**src/rtl/rtc_regs.svh**
```systemverilog
// Register offsets, field positions and reset values for the transmit configuration bank
`ifndef RTC_REGS_SVH
`define RTC_REGS_SVH

`define RTC_ADDR_W 32
`define RTC_OFS_CHGROUP 32'h500010CC
`define RTC_OFS_TXCTRL 32'h50010100
`define RTC_OFS_TXGAIN 32'h50010104

`define RTC_CHG_LO_LSB 0
`define RTC_CHG_HI_LSB 8
`define RTC_CHG_MASK 32'h0000FFFF

`define RTC_TXC_INV_BIT 2
`define RTC_TXC_MASK 32'h000700FF
`define RTC_TXG_MASK 32'hF8000FFF

`define RTC_CHG_RESET 32'h00000000
`define RTC_TXC_RESET 32'h00000000
`define RTC_TXG_RESET 32'h00000000

`define RTC_RESP_OKAY 2'h0
`define RTC_RESP_SLVERR 2'h2

`endif

```
**src/rtl/rtc_pkg.sv**
```systemverilog
// Types shared by the transmit configuration bank
package rtc_pkg;

  typedef struct packed {
    logic [7:0] groupHighBound;
    logic [7:0] groupLowBound;
  } rtc_chgroup_t;

  typedef struct packed {
    logic [2:0] gaussBtCode;
    logic delayFitSource;
    logic turboFitSelect;
    logic deviationScale;
    logic gaussRateSelect;
    logic gaussFilterOn;
    logic txDataInvert;
    logic oscModEnable;
    logic txModEnable;
  } rtc_txctrl_t;

  typedef struct packed {
    logic [4:0] ampPowerCtl;
    logic [1:0] ampVoltageCode;
    logic ampBiasHighCurrent;
    logic ampHighCurrent;
    logic gainReservedBit;
    logic txCurrentSelect;
    logic [2:0] ampCurrentCode;
    logic [2:0] txBufferCode;
  } rtc_txgain_t;

  typedef enum logic [1:0] {
    RTC_SEL_NONE,
    RTC_SEL_CHG,
    RTC_SEL_TXC,
    RTC_SEL_TXG
  } rtc_sel_t;

endpackage

```
**src/rtl/rtc_wr_merge.sv**
```systemverilog
// Byte-lane write merge under a field mask
`timescale 1ns/10ps
`default_nettype none
module rtc_wr_merge (
  // Old value and write
  input wire logic [31:0] oldVal,
  input wire logic [31:0] wrData,
  input wire logic [3:0] wrStrb,
  input wire logic [31:0] fieldMask,
  // Result
  output logic [31:0] newVal
);
  genvar g;
  generate
    for (g = 0; g < 4; g++) begin : gLane
      // Bits without a field stay zero whatever is written
      assign newVal[8*g +: 8] = (wrStrb[g] ? wrData[8*g +: 8] : oldVal[8*g +: 8])
                                & fieldMask[8*g +: 8];
    end
  endgenerate
endmodule
`default_nettype wire

```
**src/rtl/rtc_read_mux.sv**
```systemverilog
// Read data selection for the transmit configuration bank
`timescale 1ns/10ps
`default_nettype none
module rtc_read_mux
  import rtc_pkg::*;
(
  // Selection
  input wire rtc_sel_t sel,
  // Stored values
  input wire logic [31:0] chgVal,
  // Read data
  output logic [31:0] rdVal
);
  always_comb begin
    case (sel)
      RTC_SEL_CHG: rdVal = chgVal;
      // Write-only registers give no read path
      RTC_SEL_TXC: rdVal = 32'h00000000;
      RTC_SEL_TXG: rdVal = 32'h00000000;
      default: rdVal = 32'h00000000;
    endcase
  end
endmodule
`default_nettype wire

```
**src/rtl/rtc_config_regs.sv**
```systemverilog
// AXI4-Lite bank holding channel group bounds and transmit control and gain
//
// Contract
// - Low bound in bits 7:0, read-write
// - High bound in bits 15:8, read-write
// - Delay-fit source bit selects preamble or sync data
// - Turbo fit bit selects carrier or preamble
// - Deviation scale bit gives 1x or 0.9x
// - Rate bit selects bandwidth-time range
// - Filter bit bypasses or applies Gaussian filter
// - Invert bit inverts every transmit data bit
// - Oscillator and general modulation enables
// - Three-bit code in 18:16 picks bandwidth-time
// - Gain bits: buffer 2:0, current 5:3, select 6
`timescale 1ns/10ps
`default_nettype none
`include "rtc_regs.svh"
module rtc_config_regs
  import rtc_pkg::*;
(
  // Clock and reset
  input wire logic sys_clk,
  input wire logic srst,
  // AXI4-Lite write address
  input wire logic [31:0] s_axi_awaddr,
  input wire logic s_axi_awvalid,
  output logic s_axi_awready,
  // AXI4-Lite write data
  input wire logic [31:0] s_axi_wdata,
  input wire logic [3:0] s_axi_wstrb,
  input wire logic s_axi_wvalid,
  output logic s_axi_wready,
  // AXI4-Lite write response
  output logic [1:0] s_axi_bresp,
  output logic s_axi_bvalid,
  input wire logic s_axi_bready,
  // AXI4-Lite read address
  input wire logic [31:0] s_axi_araddr,
  input wire logic s_axi_arvalid,
  output logic s_axi_arready,
  // AXI4-Lite read data
  output logic [31:0] s_axi_rdata,
  output logic [1:0] s_axi_rresp,
  output logic s_axi_rvalid,
  input wire logic s_axi_rready,
  // Channel group bounds to the synthesizer
  output rtc_chgroup_t chGroup,
  // Transmit control settings
  output rtc_txctrl_t txCtrl,
  // Transmit gain settings
  output rtc_txgain_t txGain,
  // Transmit data path
  input wire logic txDataIn,
  output logic txDataOut
);

  ////////////////////////////////////////////////////////////////////////////////
  // Address decode

  function automatic rtc_sel_t decodeAddr(input logic [31:0] addr);
    case (addr)
      `RTC_OFS_CHGROUP: decodeAddr = RTC_SEL_CHG;
      `RTC_OFS_TXCTRL: decodeAddr = RTC_SEL_TXC;
      `RTC_OFS_TXGAIN: decodeAddr = RTC_SEL_TXG;
      default: decodeAddr = RTC_SEL_NONE;
    endcase
  endfunction

  logic [31:0] chg_reg;
  logic [31:0] txc_reg;
  logic [31:0] txg_reg;
  logic [31:0] chg_next;
  logic [31:0] txc_next;
  logic [31:0] txg_next;

  ////////////////////////////////////////////////////////////////////////////////
  // Write channel: address and data latched independently, in either order

  logic awHeld_reg;
  logic wHeld_reg;
  logic [31:0] awAddr_reg;
  logic [31:0] wData_reg;
  logic [3:0] wStrb_reg;
  logic doWrite;
  rtc_sel_t wrSel;

  assign doWrite = awHeld_reg && wHeld_reg && !s_axi_bvalid;
  assign wrSel = decodeAddr(awAddr_reg);

  always_ff @(posedge sys_clk) begin
    if (srst) begin
      awHeld_reg <= 1'b0;
      awAddr_reg <= 32'h00000000;
    end else if (s_axi_awvalid && s_axi_awready) begin
      awHeld_reg <= 1'b1;
      awAddr_reg <= s_axi_awaddr;
    end else if (doWrite) begin
      awHeld_reg <= 1'b0;
    end
  end

  always_ff @(posedge sys_clk) begin
    if (srst) begin
      wHeld_reg <= 1'b0;
      wData_reg <= 32'h00000000;
      wStrb_reg <= 4'h0;
    end else if (s_axi_wvalid && s_axi_wready) begin
      wHeld_reg <= 1'b1;
      wData_reg <= s_axi_wdata;
      wStrb_reg <= s_axi_wstrb;
    end else if (doWrite) begin
      wHeld_reg <= 1'b0;
    end
  end

  // Ready only while the slot is empty, so a held item is never overwritten
  always_ff @(posedge sys_clk) begin
    if (srst) begin
      s_axi_awready <= 1'b0;
      s_axi_wready <= 1'b0;
    end else begin
      s_axi_awready <= !awHeld_reg && !(s_axi_awvalid && s_axi_awready);
      s_axi_wready <= !wHeld_reg && !(s_axi_wvalid && s_axi_wready);
    end
  end

  always_ff @(posedge sys_clk) begin
    if (srst) begin
      s_axi_bvalid <= 1'b0;
      s_axi_bresp <= `RTC_RESP_OKAY;
    end else if (doWrite) begin
      s_axi_bvalid <= 1'b1;
      s_axi_bresp <= (wrSel == RTC_SEL_NONE) ? `RTC_RESP_SLVERR : `RTC_RESP_OKAY;
    end else if (s_axi_bready) begin
      s_axi_bvalid <= 1'b0;
    end
  end

  ////////////////////////////////////////////////////////////////////////////////
  // Register storage

  rtc_wr_merge uChgMerge (
    .oldVal(chg_reg),
    .wrData(wData_reg),
    .wrStrb(wStrb_reg),
    .fieldMask(`RTC_CHG_MASK),
    .newVal(chg_next)
  );

  rtc_wr_merge uTxcMerge (
    .oldVal(txc_reg),
    .wrData(wData_reg),
    .wrStrb(wStrb_reg),
    .fieldMask(`RTC_TXC_MASK),
    .newVal(txc_next)
  );

  // Internal gain fields are stored as written; software keeps them intact
  rtc_wr_merge uTxgMerge (
    .oldVal(txg_reg),
    .wrData(wData_reg),
    .wrStrb(wStrb_reg),
    .fieldMask(`RTC_TXG_MASK),
    .newVal(txg_next)
  );

  always_ff @(posedge sys_clk) begin
    if (srst) begin
      chg_reg <= `RTC_CHG_RESET;
    end else if (doWrite && wrSel == RTC_SEL_CHG) begin
      chg_reg <= chg_next;
    end
  end

  always_ff @(posedge sys_clk) begin
    if (srst) begin
      txc_reg <= `RTC_TXC_RESET;
    end else if (doWrite && wrSel == RTC_SEL_TXC) begin
      txc_reg <= txc_next;
    end
  end

  always_ff @(posedge sys_clk) begin
    if (srst) begin
      txg_reg <= `RTC_TXG_RESET;
    end else if (doWrite && wrSel == RTC_SEL_TXG) begin
      txg_reg <= txg_next;
    end
  end

  ////////////////////////////////////////////////////////////////////////////////
  // Field outputs, registered so settings change one cycle after the store

  always_ff @(posedge sys_clk) begin
    if (srst) begin
      chGroup <= '0;
      txCtrl <= '0;
      txGain <= '0;
    end else begin
      chGroup.groupLowBound <= chg_reg[`RTC_CHG_LO_LSB +: 8];
      chGroup.groupHighBound <= chg_reg[`RTC_CHG_HI_LSB +: 8];
      txCtrl.delayFitSource <= txc_reg[7];
      txCtrl.turboFitSelect <= txc_reg[6];
      txCtrl.deviationScale <= txc_reg[5];
      txCtrl.gaussRateSelect <= txc_reg[4];
      txCtrl.gaussFilterOn <= txc_reg[3];
      txCtrl.txDataInvert <= txc_reg[2];
      txCtrl.oscModEnable <= txc_reg[1];
      txCtrl.txModEnable <= txc_reg[0];
      txCtrl.gaussBtCode <= txc_reg[18:16];
      txGain.txBufferCode <= txg_reg[2:0];
      txGain.ampCurrentCode <= txg_reg[5:3];
      txGain.txCurrentSelect <= txg_reg[6];
      txGain.gainReservedBit <= txg_reg[7];
      txGain.ampHighCurrent <= txg_reg[8];
      txGain.ampBiasHighCurrent <= txg_reg[9];
      txGain.ampVoltageCode <= txg_reg[11:10];
      txGain.ampPowerCtl <= txg_reg[31:27];
    end
  end

  // Inversion applied in the block so the data path sees it with one stage of latency
  always_ff @(posedge sys_clk) begin
    if (srst) begin
      txDataOut <= 1'b0;
    end else begin
      txDataOut <= txDataIn ^ txc_reg[`RTC_TXC_INV_BIT];
    end
  end

  ////////////////////////////////////////////////////////////////////////////////
  // Read channel

  logic [31:0] rdVal;
  rtc_sel_t rdSel;

  assign rdSel = decodeAddr(s_axi_araddr);

  rtc_read_mux uReadMux (
    .sel(rdSel),
    .chgVal(chg_reg),
    .rdVal(rdVal)
  );

  always_ff @(posedge sys_clk) begin
    if (srst) begin
      s_axi_arready <= 1'b0;
    end else begin
      s_axi_arready <= !s_axi_rvalid && !(s_axi_arvalid && s_axi_arready);
    end
  end

  always_ff @(posedge sys_clk) begin
    if (srst) begin
      s_axi_rvalid <= 1'b0;
      s_axi_rdata <= 32'h00000000;
      s_axi_rresp <= `RTC_RESP_OKAY;
    end else if (s_axi_arvalid && s_axi_arready) begin
      s_axi_rvalid <= 1'b1;
      s_axi_rdata <= rdVal;
      s_axi_rresp <= (rdSel == RTC_SEL_NONE) ? `RTC_RESP_SLVERR : `RTC_RESP_OKAY;
    end else if (s_axi_rready) begin
      s_axi_rvalid <= 1'b0;
    end
  end

endmodule
`default_nettype wire

```
**config.mk**
```make
export PLATFORM = sky130hd
export DESIGN_NAME = rtc_config_regs
export DESIGN_NICKNAME = d
export VERILOG_FILES = /design/src/rtl/rtc_pkg.sv /design/src/rtl/rtc_wr_merge.sv /design/src/rtl/rtc_read_mux.sv /design/src/rtl/rtc_config_regs.sv
export VERILOG_INCLUDE_DIRS = /design/src /design/src/rtl
export SDC_FILE = /design/constraint.sdc
export NUM_CORES = 1
export LEC_CHECK = 0
export ABC_AREA = 0
export BUFFER_PORTS_ARGS = -buffer_cell sky130_fd_sc_hd__clkbuf_2
export CAP_MARGIN = 40
export CELL_PAD_IN_SITES_DETAIL_PLACEMENT = 1
export CELL_PAD_IN_SITES_GLOBAL_PLACEMENT = 1
export CORE_MARGIN = 2
export CORE_UTILIZATION = 38
export CTS_CLUSTER_SIZE = 10
export DETAILED_ROUTE_END_ITERATION = 10
export PLACE_DENSITY_LB_ADDON = 0.15
export SETUP_SLACK_MARGIN = 0.5
export SYNTH_ARGS = -nofsm -noshare
export SYNTH_HDL_FRONTEND = slang
export SYNTH_SLANG_ARGS = --single-unit
export TNS_END_PERCENT = 1
```
**constraint.sdc**
```tcl
create_clock -name sys_clk -period 2.45 [get_ports sys_clk]
set_clock_uncertainty 0.1 [all_clocks]
set_input_delay 0.49 -clock sys_clk [delete_from_list [all_inputs] [get_ports sys_clk]]
set_output_delay 0.49 -clock sys_clk [all_outputs]
set_load 0.005 [all_outputs]
```
# Word level (Yosys, flattened, before mapping)
# Index checks and enable logic that the tools add are counted.
# Widths: inputs -> output; s select.
# op_classes
eq_ne,10
n_reduce_logical,31
mux,12
bitwise,1
# ops
operator,n
$eq 32x31->1 const B,6
$mux 16,1
$reduce_and 2->1,7
$pmux 2 s3,2
$logic_and 1x1->1,11
$reduce_bool 2->1,4
$logic_not 1->1,7
$mux 1,7
$eq 2x1->1 const B,2
$eq 2x2->1 const B,2
$logic_not 2->1,2
$mux 2,2
$xor 1x1->1,1
# word_totals
out_inout_bits,86
reg_bits,200
in_bits,108
elab_cells,94

# Longest topological paths before layout
# depth
depth_word,5
depth_mapped,5
ltp_nobuf,4

# Modules after synthesis
# Synthesis repeated with hierarchy kept, for this count alone.
# hier_totals
cells_unflattened,1312
area_unflattened_um2,11323.4
# by_module_without_submodules
module,n_inst,area_each_um2,cells_each,seq_area_each_um2
rtc_config_regs,1,9268.9,1070,5004.8
rtc_wr_merge,3,565.5,68,0.0
rtc_read_mux,1,357.8,38,0.0

# Worst setup path after synthesis
# No wires, ideal clock.
# synth_path
kind,input to register
start,in s_axi_araddr[9]
end,reg s_axi_rdata[10]
cell_stages,5
path_buffers,1
arrival_ns,1.830
setup_time_ns,0.058
setup_slack_ns,0.462
required_ns,2.292
cell_sequence,nor4b_1 -> nand4_1 -> nor4_2 -> buf_2 -> a31o_2
# synth_between
elab_chain_len,4
word_cells_on_any_way,6
classes_between,4 x eq/ne; 2 x mux
# synth_rtl
element,line,text
"start, declared",rtc_config_regs.sv:38,"input wire logic [31:0] s_axi_araddr,"
$eq 32x31->1,rtc_config_regs.sv:61,case (addr)
$pmux 2 s3 (*),rtc_config_regs.sv:61,
$eq 2x1->1 (*),rtc_read_mux.sv:15,case (sel)
$mux 16 (*),rtc_read_mux.sv:15,
"end signal, assigned",rtc_config_regs.sv:260,s_axi_rdata <= rdVal;
"end, declared",rtc_config_regs.sv:42,"output logic [31:0] s_axi_rdata,"
# Mark *: on every way between the ends. The rest lies on a longest branch, timed or not.
# A chain may end at the register's enable or synchronous reset.

# Worst setup path in the final report
# layout_path
start,reg awAddr_reg[1]
end,reg txg_reg[10]
# layout_between
elab_chain_len,5
word_cells_on_any_way,7
classes_between,4 x eq/ne; 1 x mux; 2 x reduce/logical
# layout_rtl
element,line,text
"start, declared",rtc_config_regs.sv:81,logic [31:0] awAddr_reg;
"start signal, assigned",rtc_config_regs.sv:96,awAddr_reg <= s_axi_awaddr;
$eq 32x31->1,rtc_config_regs.sv:61,
$pmux 2 s3 (*),rtc_config_regs.sv:61,
$eq 2x2->1 (*),rtc_config_regs.sv:186,end else if (doWrite && wrSel == RTC_SEL_TXG) begin
$logic_and 1x1->1 (*),rtc_config_regs.sv:186,
$reduce_and 2->1 (no source line) (*),--,
"end signal, assigned",rtc_config_regs.sv:185,txg_reg <= `RTC_TXG_RESET;
"end signal, assigned",rtc_config_regs.sv:187,txg_reg <= txg_next;
"end, declared",rtc_config_regs.sv:71,logic [31:0] txg_reg;
# Marks and branches as above.

==> metrics <==
run status complete, no violations; fillers 1,914; starting density of the core 0.386; CTS max path bufs 2; chip width 133 um; Die Y-Extent 133 um; clk slew on worst S/H paths 0.07 ns; Syn. warnings 0; CTS buffer count 17; ANT nets after route 0; dpl cells 1,029; worst hold path class input pin to flop; final WL 15,500 um; CP Class flop to flop; vias in the first global route 5,119; Multi-input gate area 2620 um2; maximum number of pins on one net before global-route repair 50; arrival time worst endpoint 2.23 ns; total power draw 6090 uW; cell row count 47; initial DRC count 210; final setup fails 0; Initial DRT Pass Iterations 4; Setup TNS 0 ns; count leader, synth dfxtp_1; Layout area overhead 28.0%; port bufs 167; fin crit period 2.01 ns; capturing element type of the critical path flop; Crit Path Max Fanout 5; Sequential Area 3480 um2; Final Instance Count excl. Fillers 1,067; post-synthesis cell count 664; Inserted Diodes 0; VDD IR-drop max 0.000501 V; CTS tree done; share of layout cells above drive strength 1 0.314; Async S/R FF share, synth 0; ys flop type dfxtp_1; Synth area leader dfxtp_1; H-tree levels 4; vias 5,041; io pins 194; die footprint 17,800 um2; clock latency on the worst-skew pair 0.42 ns; Required @ worst endpoint 2.67 ns; Clock Sinks 174; antenna violations before repair 1; hpwl dp 11,300 um; Final Hold Vio Count 0; leak pwr 0.00369 uW; RSZ-0062 raised after global routing yes; routed len/inst 14.6 um; Yosys reg bits 174; CTS Hold Bufs 0; Max Cap Viol 0; remaining global-route overflow 0; Clock Root Buffer clkbuf_16; number of flip-flops in the largest register 32; Critical Path Source Type flop; Mapped Avg Cell Area 9.58 um2; crit share post-route 0.819; Pwr Density 748 nW/um2; global-route wire length before repair 25,500 um; Max Freq 498 MHz; Post-synth top cells dfxtp_1 (174), nand2_1 (126), a21oi_1 (64), nor2b_1 (36), nand2b_1 (34); final core occ 0.494; Vias/cell 4.72; Synth top area share 0.548; post-synthesis instance area 6360 um2; final slew viol count 0; sequential-to-total area share from yosys stat 0.548; Synth cell types 38; CORE AREA 16,500 um2; Total GRT Usage 0.180; Final nets 942; Final GP Congestion 0.737; drc violations 0; Post-synth EDFFs 0; Synth area leaders dfxtp_1 (55%), nand2_1 (7.4%), a21oi_1 (5.0%), nor2b_1 (3.5%), nand2b_1 (3.3%)
==> per-layer routing <==
layer | wire [um] | up-vias | share of wire | GRT usage
met5 | 0 | - | 0 | 0
met4 | 205 | 0 | 0.013 | 0.0603
met3 | 810 | 14 | 0.052 | 0.0434
met2 | 7570 | 135 | 0.49 | 0.306
met1 | 6940 | 2371 | 0.45 | 0.224
li1 | - | 2521 | - | -
==> final timing paths <==
kind                         from             to  slack [ns]  depth (start not counted)
hold reg to reg        txc_reg[5]      txCtrl[5]        0.35                          2
setup reg to reg    awAddr_reg[1]    txg_reg[10]        0.44                          5
hold / removal    s_axi_wdata[27]  wData_reg[27]        0.18                          3
setup / recovery    awAddr_reg[1]    txg_reg[10]        0.44                          5
==> worst max-delay path: stages (launching register included) <==
cell	delay, ns
dfxtp_1	0.34
nor4_4	0.40
nand4_1	0.24
buf_4	0.22
or3_1	0.41
a21o_1	0.19
==> cells in the final DEF, fill, tap and decap left out, drive strengths merged <==
master,instances
clkinvlp,2
nor4,24
o21ai,3
nand2b,34
nor3,5
nor3b,17
nand2,126
a211oi,1
a21o,12
dfxtp,174
or3,2
nor4bb,2
clkbuf,185
nand4b,1
bufinv,3
nor4b,5
nand3,6
or4,1
conb,18
nor2,8
nand4,4
inv,30
buf,24
and2,5
a311oi,1
nand3b,2
nor2b,36
mux2i,20
xnor2,1
clkinv,2
mux2,12
a21oi,64
a31o,16
and3b,1
==> metrics by stage <==
| stage | instance area, um2 | worst slack [ns] | hold WS [ns] |
|---|---|---|---|
| CTS | 8130 | 0.412 | 0.165 |
| detailed placement | 7410 | 0.202 | 0.337 |
| global placement | 7410 | 0.247 | 0.328 |
| finish | 8140 | 0.443 | 0.182 |
| floorplan | 6430 | 0.487 | 0.314 |
| global route | 8140 | 0.332 | 0.180 |
==> where the power goes <==
part,internal (uW),total (uW),leakage [uW],switching (uW)
logic,154,355,0.00199,202
clock network,1660,2810,0.000296,1150
registers,2890,2930,0.00141,40.8
total,4690,6090,0.00369,1400
==> layout make-up <==
cell class,instances,share of cell area
clock inverter,13,0.0215
sequential,174,0.428
tap,220,0.0338
inverter,24,0.0111
clock buffer,19,0.0544
timing repair buffer,190,0.129
multi-input combinational,427,0.322
==> kinds of logic after synthesis <==
logic type | Yosys count | share of synthesized area
compound gates | 97 | 0.0915
flops | 174 | 0.548
mux | 32 | 0.0527
buf+inv | 80 | 0.0588
other cells | 1 | 0.000590
simple gates | 279 | 0.247
xor+xnor | 1 | 0.00138
==> repair_timing <==
action,in CTS,in global routing
endpoints found under the setup margin,40,44
resized for setup,11,0
setup buffers,5,1
pin swaps,9,1
Note: power is estimated with default switching activity, not from simulation.
